$ cat config.mk
export PLATFORM = sky130hd
export DESIGN_NAME = ssb_sequencer
export DESIGN_NICKNAME = d
export VERILOG_FILES = /design/src/core/ssb_pkg.sv /design/src/core/ssb_sequencer.sv
export SDC_FILE = /design/constraint.sdc
export NUM_CORES = 1
export LEC_CHECK = 0
export BUFFER_PORTS_ARGS = -buffer_cell sky130_fd_sc_hd__clkbuf_2
export CORE_ASPECT_RATIO = 1.5
export CORE_MARGIN = 5
export CORE_UTILIZATION = 25
export CTS_CLUSTER_SIZE = 28
export DETAILED_ROUTE_END_ITERATION = 6
export PLACE_DENSITY_LB_ADDON = 0.25
export RECOVER_POWER = 50
export SLEW_MARGIN = 5
export SYNTH_ARGS = -nofsm -noshare
export SYNTH_HDL_FRONTEND = slang
export SYNTH_SLANG_ARGS = --single-unit
$ cat constraint.sdc
create_clock -name i_clk -period 8 [get_ports i_clk]
set_input_delay 0.8 -clock i_clk [delete_from_list [all_inputs] [get_ports i_clk]]
set_output_delay 0.8 -clock i_clk [all_outputs]
set_load 0.005 [all_outputs]
$ cat src/core/ssb_pkg.sv
`default_nettype none
package ssb_pkg;
    // apb byte offsets
    localparam logic [7:0] SSB_ADDR_CTRL = 8'h00;
    localparam logic [7:0] SSB_ADDR_ADJUST = 8'h04;
    localparam logic [7:0] SSB_ADDR_VIB = 8'h08;
    localparam logic [7:0] SSB_ADDR_VIB_LEVEL = 8'h0C;
    localparam logic [7:0] SSB_ADDR_STOP_CFG = 8'h10;
    localparam logic [7:0] SSB_ADDR_STOP_TORQUE = 8'h14;
    localparam logic [7:0] SSB_ADDR_STOP_TIME = 8'h18;
    localparam logic [7:0] SSB_ADDR_BRAKE_DLY = 8'h1C;
    localparam logic [7:0] SSB_ADDR_ROT_BRAKE = 8'h20;
    localparam logic [7:0] SSB_ADDR_INDEX = 8'h24;
    localparam logic [7:0] SSB_ADDR_STATUS = 8'h28;
    localparam logic [7:0] SSB_ADDR_IRQ_STAT = 8'h2C;
    localparam logic [7:0] SSB_ADDR_IRQ_MASK = 8'h30;
    // setting limits
    localparam logic [2:0] SSB_ADJ_MODE_MAX = 3'h4;
    localparam logic [2:0] SSB_ADJ_MODE_SELF = 3'h4;
    localparam logic [1:0] SSB_SEL2_MAX = 2'h2;
    localparam logic [2:0] SSB_OT_MAX = 3'h4;
    localparam logic [8:0] SSB_VIB_SENS_MIN = 9'h032;
    localparam logic [8:0] SSB_VIB_SENS_MAX = 9'h1F4;
    localparam logic [12:0] SSB_VIB_SPEED_MAX = 13'h1388;
    localparam logic [11:0] SSB_RESID_MIN = 12'h001;
    localparam logic [11:0] SSB_RESID_MAX = 12'hBB8;
    localparam logic [8:0] SSB_TORQUE_MAX = 9'h15E;
    localparam logic [15:0] SSB_DECEL_MAX = 16'hEA60;
    localparam logic [8:0] SSB_BRAKE_DLY_MAX = 9'h1F4;
    localparam logic [12:0] SSB_ROT_SPEED_MAX = 13'h1770;
    localparam logic [9:0] SSB_ROT_WAIT_MAX = 10'h3E8;
    localparam logic [9:0] SSB_INDEX_MAX = 10'h3E8;
    localparam logic [9:0] SSB_INDEX_DEFAULT = 10'h00A;
    // reset values
    localparam logic [8:0] SSB_VIB_SENS_RST = 9'h064;
    localparam logic [11:0] SSB_RESID_RST = 12'h001;
    // tick timing
    localparam int SSB_CLK_HZ = 200000000;
    localparam int SSB_TICK_US = 100;
    localparam int SSB_TICK_CYC = SSB_CLK_HZ / 1000000 * SSB_TICK_US;
    localparam logic [14:0] SSB_TICK_LAST = 15'(SSB_TICK_CYC - 1);
    localparam logic [3:0] SSB_TICKS_PER_MS = 4'hA;
    // stop selector codes
    localparam logic [1:0] SSB_G1_DB_KEEP = 2'h0;
    localparam logic [1:0] SSB_G1_DB_FREE = 2'h1;
    localparam logic [1:0] SSB_G1_COAST = 2'h2;
    // irq bits
    localparam int SSB_IRQ_VIB_WARN = 0;
    localparam int SSB_IRQ_VIB_ALARM = 1;
    localparam int SSB_IRQ_STOPPED = 2;
    localparam int SSB_IRQ_BRAKE = 3;
    localparam int SSB_IRQ_W = 4;
    typedef enum logic [6:0] {
        SSB_ST_OFF = 7'h01,
        SSB_ST_RELEASE = 7'h02,
        SSB_ST_RUN = 7'h04,
        SSB_ST_DECEL = 7'h08,
        SSB_ST_ROT_WAIT = 7'h10,
        SSB_ST_STAT_HOLD = 7'h20,
        SSB_ST_DB_STOP = 7'h40
    } ssb_state_t;
endpackage
`default_nettype wire

$ cat src/core/ssb_sequencer.sv
// Overview of operation
// - self-adjust load 0..2 accepted; used only when adjust mode equals four.
// - vibration select 0 off, 1 warning, 2 alarm on detection.
// - vibration sensitivity 50..500 percent of reference gain.
// - vibration base speed level 0..5000 rpm.
// - residual vibration amplitude 1..3000, 0.1 percent of completion threshold.
// - group-one stop (servo-off uses no dynamic brake): 0 brake keep, 1 brake then release, 2 coast.
// - group-two stop: 0 group-one, 1 torque decel, 2 timed decel, then group-one.
// - overtravel: 0 group-one, 1/2 torque decel, 3/4 timed; odd lock, even free.
// - extra stop selector: 0 group-one, 1 torque, 2 timed, then group-one.
// - stop torque 0..350 percent.
// - timed stop duration 0..60000 ms.
// - wait brake-release delay 0..500 ms before accepting motion commands.
// - after enable, reject position commands until static delay elapses.
// - stationary disable: engage brake, keep power for static delay, then off.
// - rotating disable: brake when speed below threshold or max wait expires.
// - rotating max wait 0..1000 ms.
// - index pulse width 0..1000 x 0.1 ms; zero picks default width.
`default_nettype none
module ssb_sequencer
    import ssb_pkg::*;
(
    input wire logic i_clk,
    input wire logic i_rst,
    input wire logic i_psel,
    input wire logic i_penable,
    input wire logic i_pwrite,
    input wire logic [7:0] i_paddr,
    input wire logic [31:0] i_pwdata,
    output logic [31:0] o_prdata,
    output logic o_pready,
    output logic o_pslverr,
    input wire logic i_enable,
    input wire logic i_fault_g1,
    input wire logic i_fault_g2,
    input wire logic i_overtravel,
    input wire logic i_quick_stop,
    input wire logic [12:0] i_speed_rpm,
    input wire logic i_vib_detect,
    input wire logic i_index_event,
    output logic o_brake_engage,
    output logic o_motor_power,
    output logic o_dynamic_brake,
    output logic o_torque_decel,
    output logic o_timed_decel,
    output logic o_cmd_accept,
    output logic o_index_pulse,
    output logic o_vib_warning,
    output logic o_vib_alarm,
    output logic o_irq
);
    function automatic logic [15:0] clamp16(input logic [15:0] v, input logic [15:0] lo,
                                            input logic [15:0] hi);
        clamp16 = (v < lo) ? lo : ((v > hi) ? hi : v);
    endfunction

    // pin inputs pass two flops
    logic [6:0] sync1_r;
    logic [6:0] sync2_r;
    logic [12:0] spd1_r;
    logic [12:0] spd2_r;
    always_ff @(posedge i_clk or posedge i_rst) begin
        if (i_rst) begin
            sync1_r <= 7'h00;
            sync2_r <= 7'h00;
            spd1_r <= 13'h0000;
            spd2_r <= 13'h0000;
        end else begin
            sync1_r <= {i_enable, i_fault_g1, i_fault_g2, i_overtravel, i_quick_stop,
                        i_vib_detect, i_index_event};
            sync2_r <= sync1_r;
            spd1_r <= i_speed_rpm;
            spd2_r <= spd1_r;
        end
    end
    logic en_s, g1_s, g2_s, ot_s, qs_s, vib_s, idx_s;
    assign {en_s, g1_s, g2_s, ot_s, qs_s, vib_s, idx_s} = sync2_r;

    // settings
    logic [2:0] adj_mode_r;
    logic [1:0] load_r;
    logic [1:0] vib_sel_r;
    logic [8:0] vib_sens_r;
    logic [12:0] vib_speed_r;
    logic [11:0] resid_r;
    logic [1:0] g1_sel_r;
    logic [1:0] g2_sel_r;
    logic [2:0] ot_sel_r;
    logic [1:0] qs_sel_r;
    logic [8:0] torque_r;
    logic [15:0] decel_r;
    logic [8:0] rel_dly_r;
    logic [8:0] stat_dly_r;
    logic [12:0] rot_spd_r;
    logic [9:0] rot_wait_r;
    logic [9:0] idx_w_r;
    logic [SSB_IRQ_W-1:0] irq_stat_r;
    logic [SSB_IRQ_W-1:0] irq_mask_r;
    logic [SSB_IRQ_W-1:0] irq_set;

    logic wr_acc;
    assign wr_acc = i_psel && i_penable && i_pwrite;
    logic [15:0] wlo;
    assign wlo = i_pwdata[15:0];

    // out-of-range writes are clamped so downstream logic never sees illegal codes
    always_ff @(posedge i_clk or posedge i_rst) begin
        if (i_rst) begin
            adj_mode_r <= 3'h0;
            load_r <= 2'h0;
            vib_sel_r <= 2'h0;
            vib_sens_r <= SSB_VIB_SENS_RST;
            vib_speed_r <= 13'h0000;
            resid_r <= SSB_RESID_RST;
            g1_sel_r <= 2'h0;
            g2_sel_r <= 2'h0;
            ot_sel_r <= 3'h0;
            qs_sel_r <= 2'h0;
            torque_r <= 9'h000;
            decel_r <= 16'h0000;
            rel_dly_r <= 9'h000;
            stat_dly_r <= 9'h000;
            rot_spd_r <= 13'h0000;
            rot_wait_r <= 10'h000;
            idx_w_r <= 10'h000;
        end else if (wr_acc) begin
            if (i_paddr == SSB_ADDR_ADJUST) begin
                adj_mode_r <= 3'(clamp16({13'h0, i_pwdata[2:0]}, 16'h0,
                                         {13'h0, SSB_ADJ_MODE_MAX}));
                load_r <= 2'(clamp16({14'h0, i_pwdata[9:8]}, 16'h0,
                                     {14'h0, SSB_SEL2_MAX}));
            end else if (i_paddr == SSB_ADDR_VIB) begin
                vib_sel_r <= 2'(clamp16({14'h0, i_pwdata[1:0]}, 16'h0,
                                        {14'h0, SSB_SEL2_MAX}));
                vib_sens_r <= 9'(clamp16({7'h0, i_pwdata[12:4]}, {7'h0, SSB_VIB_SENS_MIN},
                                         {7'h0, SSB_VIB_SENS_MAX}));
                resid_r <= 12'(clamp16({4'h0, i_pwdata[27:16]}, {4'h0, SSB_RESID_MIN},
                                       {4'h0, SSB_RESID_MAX}));
            end else if (i_paddr == SSB_ADDR_VIB_LEVEL) begin
                vib_speed_r <= 13'(clamp16(wlo, 16'h0, {3'h0, SSB_VIB_SPEED_MAX}));
            end else if (i_paddr == SSB_ADDR_STOP_CFG) begin
                g1_sel_r <= 2'(clamp16({14'h0, i_pwdata[1:0]}, 16'h0, {14'h0, SSB_SEL2_MAX}));
                g2_sel_r <= 2'(clamp16({14'h0, i_pwdata[5:4]}, 16'h0, {14'h0, SSB_SEL2_MAX}));
                ot_sel_r <= 3'(clamp16({13'h0, i_pwdata[10:8]}, 16'h0, {13'h0, SSB_OT_MAX}));
                qs_sel_r <= 2'(clamp16({14'h0, i_pwdata[13:12]}, 16'h0, {14'h0, SSB_SEL2_MAX}));
            end else if (i_paddr == SSB_ADDR_STOP_TORQUE) begin
                torque_r <= 9'(clamp16(wlo, 16'h0, {7'h0, SSB_TORQUE_MAX}));
            end else if (i_paddr == SSB_ADDR_STOP_TIME) begin
                decel_r <= clamp16(wlo, 16'h0, SSB_DECEL_MAX);
            end else if (i_paddr == SSB_ADDR_BRAKE_DLY) begin
                rel_dly_r <= 9'(clamp16(wlo, 16'h0, {7'h0, SSB_BRAKE_DLY_MAX}));
                stat_dly_r <= 9'(clamp16(i_pwdata[31:16], 16'h0, {7'h0, SSB_BRAKE_DLY_MAX}));
            end else if (i_paddr == SSB_ADDR_ROT_BRAKE) begin
                rot_spd_r <= 13'(clamp16(wlo, 16'h0, {3'h0, SSB_ROT_SPEED_MAX}));
                rot_wait_r <= 10'(clamp16(i_pwdata[31:16], 16'h0,
                                          {6'h0, SSB_ROT_WAIT_MAX}));
            end else if (i_paddr == SSB_ADDR_INDEX) begin
                idx_w_r <= 10'(clamp16(wlo, 16'h0, {6'h0, SSB_INDEX_MAX}));
            end
        end
    end

    // 0.1 ms tick and 1 ms tick
    logic [14:0] pre_r;
    logic [3:0] ms_div_r;
    logic tick_r;
    logic ms_tick_r;
    always_ff @(posedge i_clk or posedge i_rst) begin
        if (i_rst) begin
            pre_r <= 15'h0000;
            ms_div_r <= 4'h0;
            tick_r <= 1'b0;
            ms_tick_r <= 1'b0;
        end else begin
            tick_r <= (pre_r == SSB_TICK_LAST);
            ms_tick_r <= (pre_r == SSB_TICK_LAST) && (ms_div_r == SSB_TICKS_PER_MS - 4'h1);
            if (pre_r == SSB_TICK_LAST) begin
                pre_r <= 15'h0000;
                ms_div_r <= (ms_div_r == SSB_TICKS_PER_MS - 4'h1) ? 4'h0 : ms_div_r + 4'h1;
            end else begin
                pre_r <= pre_r + 15'h0001;
            end
        end
    end

    // effective stop selection: 1 torque, 2 timed (overtravel 1/2, 3/4), 0 -> group-one method
    logic any_g2, use_torque, use_timed, lock_after;
    always_comb begin
        use_torque = 1'b0;
        use_timed = 1'b0;
        lock_after = 1'b0;
        any_g2 = 1'b0;
        if (g1_s) begin
            any_g2 = 1'b0;
        end else if (g2_s && g2_sel_r != 2'h0) begin
            any_g2 = 1'b1;
            use_torque = (g2_sel_r == 2'h1);
            use_timed = (g2_sel_r == 2'h2);
        end else if (ot_s && ot_sel_r != 3'h0) begin
            any_g2 = 1'b1;
            use_torque = (ot_sel_r == 3'h1) || (ot_sel_r == 3'h2);
            use_timed = (ot_sel_r == 3'h3) || (ot_sel_r == 3'h4);
            lock_after = ot_sel_r[0];
        end else if (qs_s && qs_sel_r != 2'h0) begin
            any_g2 = 1'b1;
            use_torque = (qs_sel_r == 2'h1);
            use_timed = (qs_sel_r == 2'h2);
        end
    end
    logic stop_req;
    assign stop_req = !en_s || g1_s || g2_s || ot_s || qs_s;

    ssb_state_t state_r;
    logic [15:0] cnt_r;
    logic lock_r;
    logic stationary;
    assign stationary = (spd2_r == 13'h0000);

    always_ff @(posedge i_clk or posedge i_rst) begin
        if (i_rst) begin
            state_r <= SSB_ST_OFF;
            cnt_r <= 16'h0000;
            lock_r <= 1'b0;
        end else begin
            case (state_r)
                SSB_ST_OFF: begin
                    cnt_r <= 16'h0000;
                    if (!stop_req) begin
                        state_r <= SSB_ST_RELEASE;
                    end
                end
                SSB_ST_RELEASE: begin
                    // longer of release and static delays gates commands
                    if (stop_req) begin
                        state_r <= SSB_ST_OFF;
                        cnt_r <= 16'h0000;
                    end else if (cnt_r >= {7'h0, rel_dly_r} && cnt_r >= {7'h0, stat_dly_r}) begin
                        state_r <= SSB_ST_RUN;
                    end else if (ms_tick_r) begin
                        cnt_r <= cnt_r + 16'h0001;
                    end
                end
                SSB_ST_RUN: begin
                    cnt_r <= 16'h0000;
                    lock_r <= 1'b0;
                    if (stop_req) begin
                        if (any_g2 && (use_torque || use_timed)) begin
                            state_r <= SSB_ST_DECEL;
                            lock_r <= lock_after;
                        end else if (g1_s || g2_s || ot_s || qs_s) begin
                            state_r <= SSB_ST_DB_STOP;
                        end else if (stationary) begin
                            state_r <= SSB_ST_STAT_HOLD;
                        end else begin
                            state_r <= SSB_ST_ROT_WAIT;
                        end
                    end
                end
                SSB_ST_DECEL: begin
                    if (g1_s) begin
                        state_r <= SSB_ST_DB_STOP;
                        cnt_r <= 16'h0000;
                    end else if (stationary || (use_timed && cnt_r >= decel_r)) begin
                        state_r <= lock_r ? SSB_ST_DECEL : SSB_ST_DB_STOP;
                    end else if (ms_tick_r) begin
                        cnt_r <= cnt_r + 16'h0001;
                    end
                    if (lock_r && !stop_req) begin
                        state_r <= SSB_ST_RUN;
                    end
                end
                SSB_ST_ROT_WAIT: begin
                    if (spd2_r < rot_spd_r || cnt_r >= {6'h0, rot_wait_r}) begin
                        state_r <= SSB_ST_OFF;
                    end else if (ms_tick_r) begin
                        cnt_r <= cnt_r + 16'h0001;
                    end
                end
                SSB_ST_STAT_HOLD: begin
                    if (cnt_r >= {7'h0, stat_dly_r}) begin
                        state_r <= SSB_ST_OFF;
                    end else if (ms_tick_r) begin
                        cnt_r <= cnt_r + 16'h0001;
                    end
                end
                SSB_ST_DB_STOP: begin
                    cnt_r <= 16'h0000;
                    if (stationary && !stop_req) begin
                        state_r <= SSB_ST_OFF;
                    end
                end
                default: begin
                    state_r <= SSB_ST_OFF;
                end
            endcase
        end
    end

    // drive outputs from state
    logic stopped_pulse;
    assign stopped_pulse = (state_r == SSB_ST_DB_STOP || state_r == SSB_ST_DECEL) && stationary;
    always_ff @(posedge i_clk or posedge i_rst) begin
        if (i_rst) begin
            o_brake_engage <= 1'b1;
            o_motor_power <= 1'b0;
            o_dynamic_brake <= 1'b0;
            o_torque_decel <= 1'b0;
            o_timed_decel <= 1'b0;
            o_cmd_accept <= 1'b0;
        end else begin
            o_brake_engage <= !(state_r == SSB_ST_RELEASE || state_r == SSB_ST_RUN ||
                                state_r == SSB_ST_DECEL || state_r == SSB_ST_ROT_WAIT);
            o_motor_power <= (state_r != SSB_ST_OFF) && (state_r != SSB_ST_DB_STOP);
            // dynamic brake only while stopping unless group-one says coast
            o_dynamic_brake <= (state_r == SSB_ST_DB_STOP) &&
                               (g1_sel_r != SSB_G1_COAST) &&
                               (!stationary || g1_sel_r == SSB_G1_DB_KEEP);
            o_torque_decel <= (state_r == SSB_ST_DECEL) && use_torque;
            o_timed_decel <= (state_r == SSB_ST_DECEL) && use_timed;
            o_cmd_accept <= (state_r == SSB_ST_RUN);
        end
    end

    // vibration reporting; detector itself lives upstream, scaled by these settings
    always_ff @(posedge i_clk or posedge i_rst) begin
        if (i_rst) begin
            o_vib_warning <= 1'b0;
            o_vib_alarm <= 1'b0;
        end else begin
            o_vib_warning <= vib_s && (vib_sel_r == 2'h1);
            o_vib_alarm <= (vib_s && (vib_sel_r == 2'h2)) || (o_vib_alarm && vib_sel_r == 2'h2);
        end
    end

    // index pulse stretcher counted in 0.1 ms ticks
    logic [9:0] idx_cnt_r;
    logic idx_d_r;
    always_ff @(posedge i_clk or posedge i_rst) begin
        if (i_rst) begin
            idx_cnt_r <= 10'h000;
            idx_d_r <= 1'b0;
            o_index_pulse <= 1'b0;
        end else begin
            idx_d_r <= idx_s;
            if (idx_s && !idx_d_r) begin
                idx_cnt_r <= (idx_w_r == 10'h000) ? SSB_INDEX_DEFAULT : idx_w_r;
                o_index_pulse <= 1'b1;
            end else if (idx_cnt_r == 10'h000) begin
                o_index_pulse <= 1'b0;
            end else if (tick_r) begin
                idx_cnt_r <= idx_cnt_r - 10'h001;
            end
        end
    end

    // interrupts: set wins over write-one-to-clear
    assign irq_set = {state_r == SSB_ST_OFF && o_motor_power, stopped_pulse,
                      o_vib_alarm, o_vib_warning};
    always_ff @(posedge i_clk or posedge i_rst) begin
        if (i_rst) begin
            irq_stat_r <= '0;
            irq_mask_r <= '0;
            o_irq <= 1'b0;
        end else begin
            if (wr_acc && i_paddr == SSB_ADDR_IRQ_STAT) begin
                irq_stat_r <= (irq_stat_r & ~i_pwdata[SSB_IRQ_W-1:0]) | irq_set;
            end else begin
                irq_stat_r <= irq_stat_r | irq_set;
            end
            if (wr_acc && i_paddr == SSB_ADDR_IRQ_MASK) begin
                irq_mask_r <= i_pwdata[SSB_IRQ_W-1:0];
            end
            o_irq <= |(irq_stat_r & irq_mask_r);
        end
    end

    // apb read; no wait state, read data registered during the setup cycle
    logic acc_ok;
    logic [31:0] rd;
    always_comb begin
        acc_ok = 1'b1;
        rd = 32'h0000_0000;
        if (i_paddr == SSB_ADDR_CTRL) begin
            rd = 32'h0000_0000;
        end else if (i_paddr == SSB_ADDR_ADJUST) begin
            // load setting shown as effective only in self-adjust mode
            rd = {22'h0, (adj_mode_r == SSB_ADJ_MODE_SELF) ? load_r : 2'h0, 5'h0, adj_mode_r};
        end else if (i_paddr == SSB_ADDR_VIB) begin
            rd = {4'h0, resid_r, 3'h0, vib_sens_r, 2'h0, vib_sel_r};
        end else if (i_paddr == SSB_ADDR_VIB_LEVEL) begin
            rd = {19'h0, vib_speed_r};
        end else if (i_paddr == SSB_ADDR_STOP_CFG) begin
            rd = {18'h0, qs_sel_r, 1'b0, ot_sel_r, 2'h0, g2_sel_r, 2'h0, g1_sel_r};
        end else if (i_paddr == SSB_ADDR_STOP_TORQUE) begin
            rd = {23'h0, torque_r};
        end else if (i_paddr == SSB_ADDR_STOP_TIME) begin
            rd = {16'h0, decel_r};
        end else if (i_paddr == SSB_ADDR_BRAKE_DLY) begin
            rd = {7'h0, stat_dly_r, 7'h0, rel_dly_r};
        end else if (i_paddr == SSB_ADDR_ROT_BRAKE) begin
            rd = {6'h0, rot_wait_r, 3'h0, rot_spd_r};
        end else if (i_paddr == SSB_ADDR_INDEX) begin
            rd = {22'h0, idx_w_r};
        end else if (i_paddr == SSB_ADDR_STATUS) begin
            rd = {18'h0, 1'b0, state_r, o_cmd_accept, o_brake_engage,
                  o_motor_power, o_dynamic_brake, o_vib_warning, o_vib_alarm};
        end else if (i_paddr == SSB_ADDR_IRQ_STAT) begin
            rd = {28'h0, irq_stat_r};
        end else if (i_paddr == SSB_ADDR_IRQ_MASK) begin
            rd = {28'h0, irq_mask_r};
        end else begin
            acc_ok = 1'b0;
        end
    end
    always_ff @(posedge i_clk or posedge i_rst) begin
        if (i_rst) begin
            o_pready <= 1'b0;
            o_prdata <= 32'h0000_0000;
            o_pslverr <= 1'b0;
        end else begin
            o_pready <= i_psel && !i_penable;
            o_pslverr <= i_psel && !i_penable && !acc_ok;
            o_prdata <= (i_psel && !i_penable && !i_pwrite) ? rd : 32'h0000_0000;
        end
    end
endmodule
`default_nettype wire

# ---- Yosys cells after proc, flatten, opt, wreduce, memory -nomap -nowiden
# Cells that the tools add are included.
dict set report totals {
  reg_bits 274
  latch_bits 0
  mem_bits_rw 0
  rom_bits 0
  in_bits 65
  output_inout_bits 44
  mem_count 0
}
dict set report op_classes {
  n_addsub 4
  mul 0
  n_div 0
  magnitude_cmp 25
  eq_ne 47
  n_shift 0
  mux 103
  n_bitwise 13
  reduce_logical 78
}
# op n
set op_table {}
lappend op_table {{26-bit 2-to-1 mux} 6}
lappend op_table {{16-bit 2-to-1 mux} 9}
lappend op_table {{7-bit 2-to-1 mux} 13}
lappend op_table {{28-bit 2-to-1 mux} 3}
lappend op_table {{10-bit 2-to-1 mux} 8}
lappend op_table {{16-bit one-hot mux with 5 select lines} 1}
lappend op_table {{13-bit 2-to-1 mux} 6}
lappend op_table {{9-bit 2-to-1 mux} 8}
lappend op_table {{7-bit one-hot mux with 7 select lines} 1}
lappend op_table {{16-bit by 9-bit greater-than comparator with 1-bit output (second input constant)} 3}
lappend op_table {{8-bit by 6-bit == test with 1-bit output (second input constant)} 5}
lappend op_table {{8-bit by 5-bit == test with 1-bit output (second input constant)} 4}
lappend op_table {{16-bit by 9-bit >= comparator with 1-bit output} 2}
lappend op_table {{16-bit by 10-bit greater-than comparator with 1-bit output (second input constant)} 2}
lappend op_table {{16-bit by 13-bit greater-than comparator with 1-bit output (second input constant)} 2}
lappend op_table {{16-bit by 1-bit < comparator with 1-bit output (second input constant)} 2}
lappend op_table {{1-bit 2-to-1 mux} 32}
lappend op_table {{32-bit 2-to-1 mux} 1}
lappend op_table {{1-bit logical AND} 27}
lappend op_table {{12-bit 2-to-1 mux} 2}
lappend op_table {{10-bit zero test} 2}
lappend op_table {{1-bit logical OR} 18}
lappend op_table {{2-bit inequality test (second input constant)} 9}
lappend op_table {{16-bit by 1-bit adder with 16-bit output (second input constant)} 1}
lappend op_table {{60 further kinds} 103}

# ---- Depth between registers and ports, before layout
dict set report logic_depth {
  word_depth 16
  ltp_mapped 11
  depth_no_buf 10
}

# ---- Worst setup path after synthesis
# Ideal clock, no wire load.
dict set report synth_timing {
  kind {reg2reg}
  from {register cnt_r[0]}
  to {register cnt_r[14]}
  setup_ns 0.073
  arrival_time_ns 2.782
  t_required_ns 7.927
  slack_ns 5.145
  stages_incl_launch_ff 11
  n_path_buf 0
  period_less_slack_ns 2.855
  cell_sequence {dfrtp_1 inv_1 ha_1 nand2b_1 a2111o_1 a2111oi_2 a211oi_1 a211oi_2 nand3_2 or4_1 a21oi_2}
}
dict set report synth_between {
  elab_chain_cells 5
}
# element line_no
set synth_lines {}
lappend synth_lines {{start: declaration} ssb_sequencer.sv:214} ;# logic [15:0] cnt_r;
lappend synth_lines {{start signal: assignment} ssb_sequencer.sv:240} ;# cnt_r <= cnt_r + 16'h0001;
lappend synth_lines {{start signal: assignment} ssb_sequencer.sv:266} ;# cnt_r <= cnt_r + 16'h0001;
lappend synth_lines {{start signal: assignment} ssb_sequencer.sv:276} ;# cnt_r <= cnt_r + 16'h0001;
lappend synth_lines {{16-bit by 1-bit adder with 16-bit output or 16-bit >= comparator (tied branches)} n/a}
lappend synth_lines {{16-bit 2-to-1 mux or 1-bit logical AND (tied branches)} n/a}
lappend synth_lines {{16-bit 2-to-1 mux (tied with other cells)} ssb_sequencer.sv:263} ;# end else if (stationary || (use_timed && cnt_r >= decel_r)) begin
lappend synth_lines {{16-bit 2-to-1 mux (tied with other cells)} ssb_sequencer.sv:260} ;# if (g1_s) begin
lappend synth_lines {{16-bit one-hot mux with 5 select lines or 5-bit AND reduction (tied branches)} n/a}
# Parallel ways exist; a longest one is shown, timed or not. The select of a mux whose other input is x is not followed.
# A chain may end at the register's enable or synchronous reset.

==> results_dict.tcl <==
set metrics [dict create \
    status "complete, but fails checks" \
    violations "capacitance limit, slew limit" \
    hp-class "reg2reg" \
    r2r-start "cnt_r[4]" \
    finalCriticalPeriod_ps 3780 \
    cts_tree "yes" \
    async_reset_ff_share_pct 100 \
    cts_buffers 26 \
    ys.flop_type "dfrtp_1" \
    ioPinCount 109 \
    drt_iter0_drc 865 \
    yosysUniqueCellTypes 79 \
    critPathArrivalTime_ps 4350 \
    reg2reg_setup_slack_ps 4430 \
    drc 0 \
    grt_pass1_wl_um 69200 \
    yosysWarnings 0 \
    first_pass_iters 5 \
    ant_nets 0 \
    slew_headroom_pct -144 \
    rsz0062_at_grt "no" \
    crit_path_start_kind "input pin" \
    ys_ff_latch 270 \
    cp.required_ps 8570 \
    antenna_found_initial 5 \
    p_leak_nw 7.04 \
    r2r_end "cnt_r[12]" \
    critPathCapture "pre_r[6]" \
    hold_viol 0 \
    pre_cts_ws_ps 4160 \
    synth-edff-count 0 \
    vdd_drop_max_uv 141 \
    worst_pin_slew_ps 3650 \
    cts_setup_buffers 0 \
    start_util_pct 25.2 \
    postLayoutCoreUtil_pct 29.4 \
    yosys.area.top_type_share_pct 49.8 \
    cts.reportedPaths.clkPinSlew_ps 60 \
    cp-startpoint "i_rst" \
    setup_ws_ps 4220 \
    gp_congestion 0.887 \
    rr_worst_depth 8 \
    coreArea_sq_mm 0.0526 \
    cts_resized 0 \
    finalSetupTns_ps 0 \
    drt_wl_total_um 46300 \
    grt_max_degree 150 \
    nFillCells 5562 \
    num_rows 103 \
    routedWlPerCell_um 21.0 \
    yosysSeqAreaShare_pct 51.0 \
    cts.sinks 270 \
    cts_buffer_depth 3 \
    maxCapViolCount 2 \
    worstHoldPathCells 0 \
    crit_type "in2async" \
    power_per_cell_area_mw_per_mm2 208 \
    hold_buffers 0 \
    drive_gt1_share_pct 10.4 \
    grt_pass1_vias 11200 \
    max_freq_mhz 265 \
    finalPower_mw 3.21 \
    areaGrowthSynthToFinish_pct 16.6 \
    dp_hpwl_um 35200 \
    cp-end-kind "async pin" \
    layout.nets 1620 \
    port_buffers 104 \
    vias_per_cell 5.01 \
    cts-root-buf "clkbuf_16" \
    crit_path_max_fanout 149 \
    h-tree-depth 1 \
    syn-cell-area_sq_mm 0.0133 \
    yosys-top-cells-area "dfrtp_1 (50%), ha_1 (5.6%), nand2_1 (5.5%), o21ai_0 (5.5%), nor2_1 (3.4%)" \
    die-area_sq_mm 0.0579 \
    die_w_um 198 \
    maxSlewViolCount 123 \
    num_vias 11000 \
    synthCells 1404 \
    synth_top_cell_by_area "dfrtp_1" \
    die_h_um 292 \
    grt-ovfl-total 0 \
    insertion_delay_ps 550 \
    avgSynthCellArea_sq_um 9.45 \
    finalCritPeriodShare_pct 47.3 \
    skew_ps 10.8 \
    grt_use_total_pct 15.5 \
    setup_viol 0 \
]
report_power, final:
group	leakage (nW)	switching (mW)	internal [mW]
clock	0.488	0.572	0.911
combinational	3.17	0.210	0.0771
sequential	3.38	0.0374	1.40
total	7.04	0.819	2.39
how the worst min path moves through the flow:
stage / end / startpoint
2_1_floorplan: spd2_r[0] / spd1_r[0]
3_3_place_gp: sync2_r[2] / sync1_r[2]
3_5_place_dp: sync2_r[1] / sync1_r[1]
4_1_cts: sync1_r[2] / i_quick_stop
5_1_grt: sync1_r[3] / i_overtravel
6_report: sync2_r[4] / sync1_r[4]
logic make-up after synthesis:
kind of cell               after synthesis  share of synthesized area (%)
AOI/OAI and AO/OA                      374                           17.6
xor gates and xnor gates                23                           1.52
adders and majority gates               59                           5.56
buffers and inverters                  135                           4.23
DFF                                    270                           51.0
muxes                                   19                           1.52
other                                    1                         0.0283
and+or+nand+nor                        523                           18.6
worst max-delay path, cell delays in order:
cell and delay (ps):
clkbuf_1 80, clkinvlp_2 80, clkbuf_1 2540, buf_12 620
cells in the final DEF (no fill, tap or decap), types with 6 or more instances in the layout:
master,n
nor3_1,25
xor2_1,10
mux2i_1,10
clkbuf_2,69
nor4_1,18
nand2_1,195
clkbuf_1,39
a211oi_1,7
nor2b_1,12
ha_1,59
o21ai_0,145
o22ai_1,6
a21oi_1,79
a22o_1,11
o31ai_1,16
a22oi_1,24
inv_1,77
dfrtp_1,264
mux2_2,9
or4_1,6
xnor2_1,13
clkbuf_16,27
nor2_1,120
a221oi_1,6
nand2b_1,12
and3_1,21
o22a_1,6
nand4_1,16
a31oi_1,10
and2_1,11
nand3_1,41
nand3b_1,10
a222oi_1,8
or3_1,14
bufinv_16,8
o211ai_1,6
a21o_1,7
buf_4,7
registers in the layout (all words and copies together) (netlist names), 7 cells and up:
register	cells
pre_r	15
stat_dly_r	9
spd1_r	13
rot_spd_r	13
cnt_r	16
spd2_r	13
rel_dly_r	9
torque_r	9
vib_speed_r	13
state_r	7
decel_r	16
vib_sens_r	9
sync2_r	7
rot_wait_r	10
o_prdata	28
sync1_r	7
idx_cnt_r	10
idx_w_r	10
resid_r	12
layer usage:
layer / part of all wire (%) / wire length, um / GRT usage (%) / vias to the layer above
li1: - / - / - / 5161
met1: 35 / 16000 / 16.0 / 5463
met2: 56 / 25800 / 30.0 / 299
met3: 3.9 / 1790 / 1.79 / 100
met4: 5.6 / 2570 / 7.98 / 6
met5: 0.074 / 34 / 0 / -
through the flow:
stage / cell area, sq um / instances / hold slack (ps)
finish: 15500 / 2200 / 349
global route: 15500 / 2200 / 333
CTS: 15500 / 2198 / 321
detailed placement: 14500 / 2150 / 335
global placement: 14500 / 2150 / 336
floorplan: 13300 / 1407 / 331
cells in the mapped netlist, types with 5 or more instances:
master,count
nand4_1,16
a21oi_1,79
a211oi_1,7
mux2i_1,10
nor2_1,120
ha_1,59
nand2b_1,12
o31ai_1,16
xnor2_1,13
clkbuf_1,43
nand3b_1,10
o22a_1,6
a221oi_1,6
and3_1,21
a22oi_1,24
a31oi_1,10
a21o_1,7
or3_1,14
a21oi_2,5
a222oi_1,8
inv_1,77
mux2_2,9
nor3_1,26
xor2_1,10
o211ai_1,6
nand3_1,41
nand2_1,195
and2_1,12
and4_1,5
dfstp_2,6
nor4_1,18
o22ai_1,6
a22o_1,11
nor2b_1,12
or4_1,5
o21ai_1,5
o21ai_0,145
dfrtp_1,264
area by class of cell:
class / instances / area (sq um) / area share, %
timing repair buffer: 116 / 564 / 3.65
antenna: 2 / 5.00 / 0.0323
clock inverter: 16 / 293 / 1.89
multi-input combinational: 1002 / 5960 / 38.5
tap: 682 / 853 / 5.51
sequential: 270 / 6760 / 43.7
clock buffer: 32 / 734 / 4.75
inverter: 80 / 303 / 1.96
No activity file was read; power rests on OpenSTA's default activity.
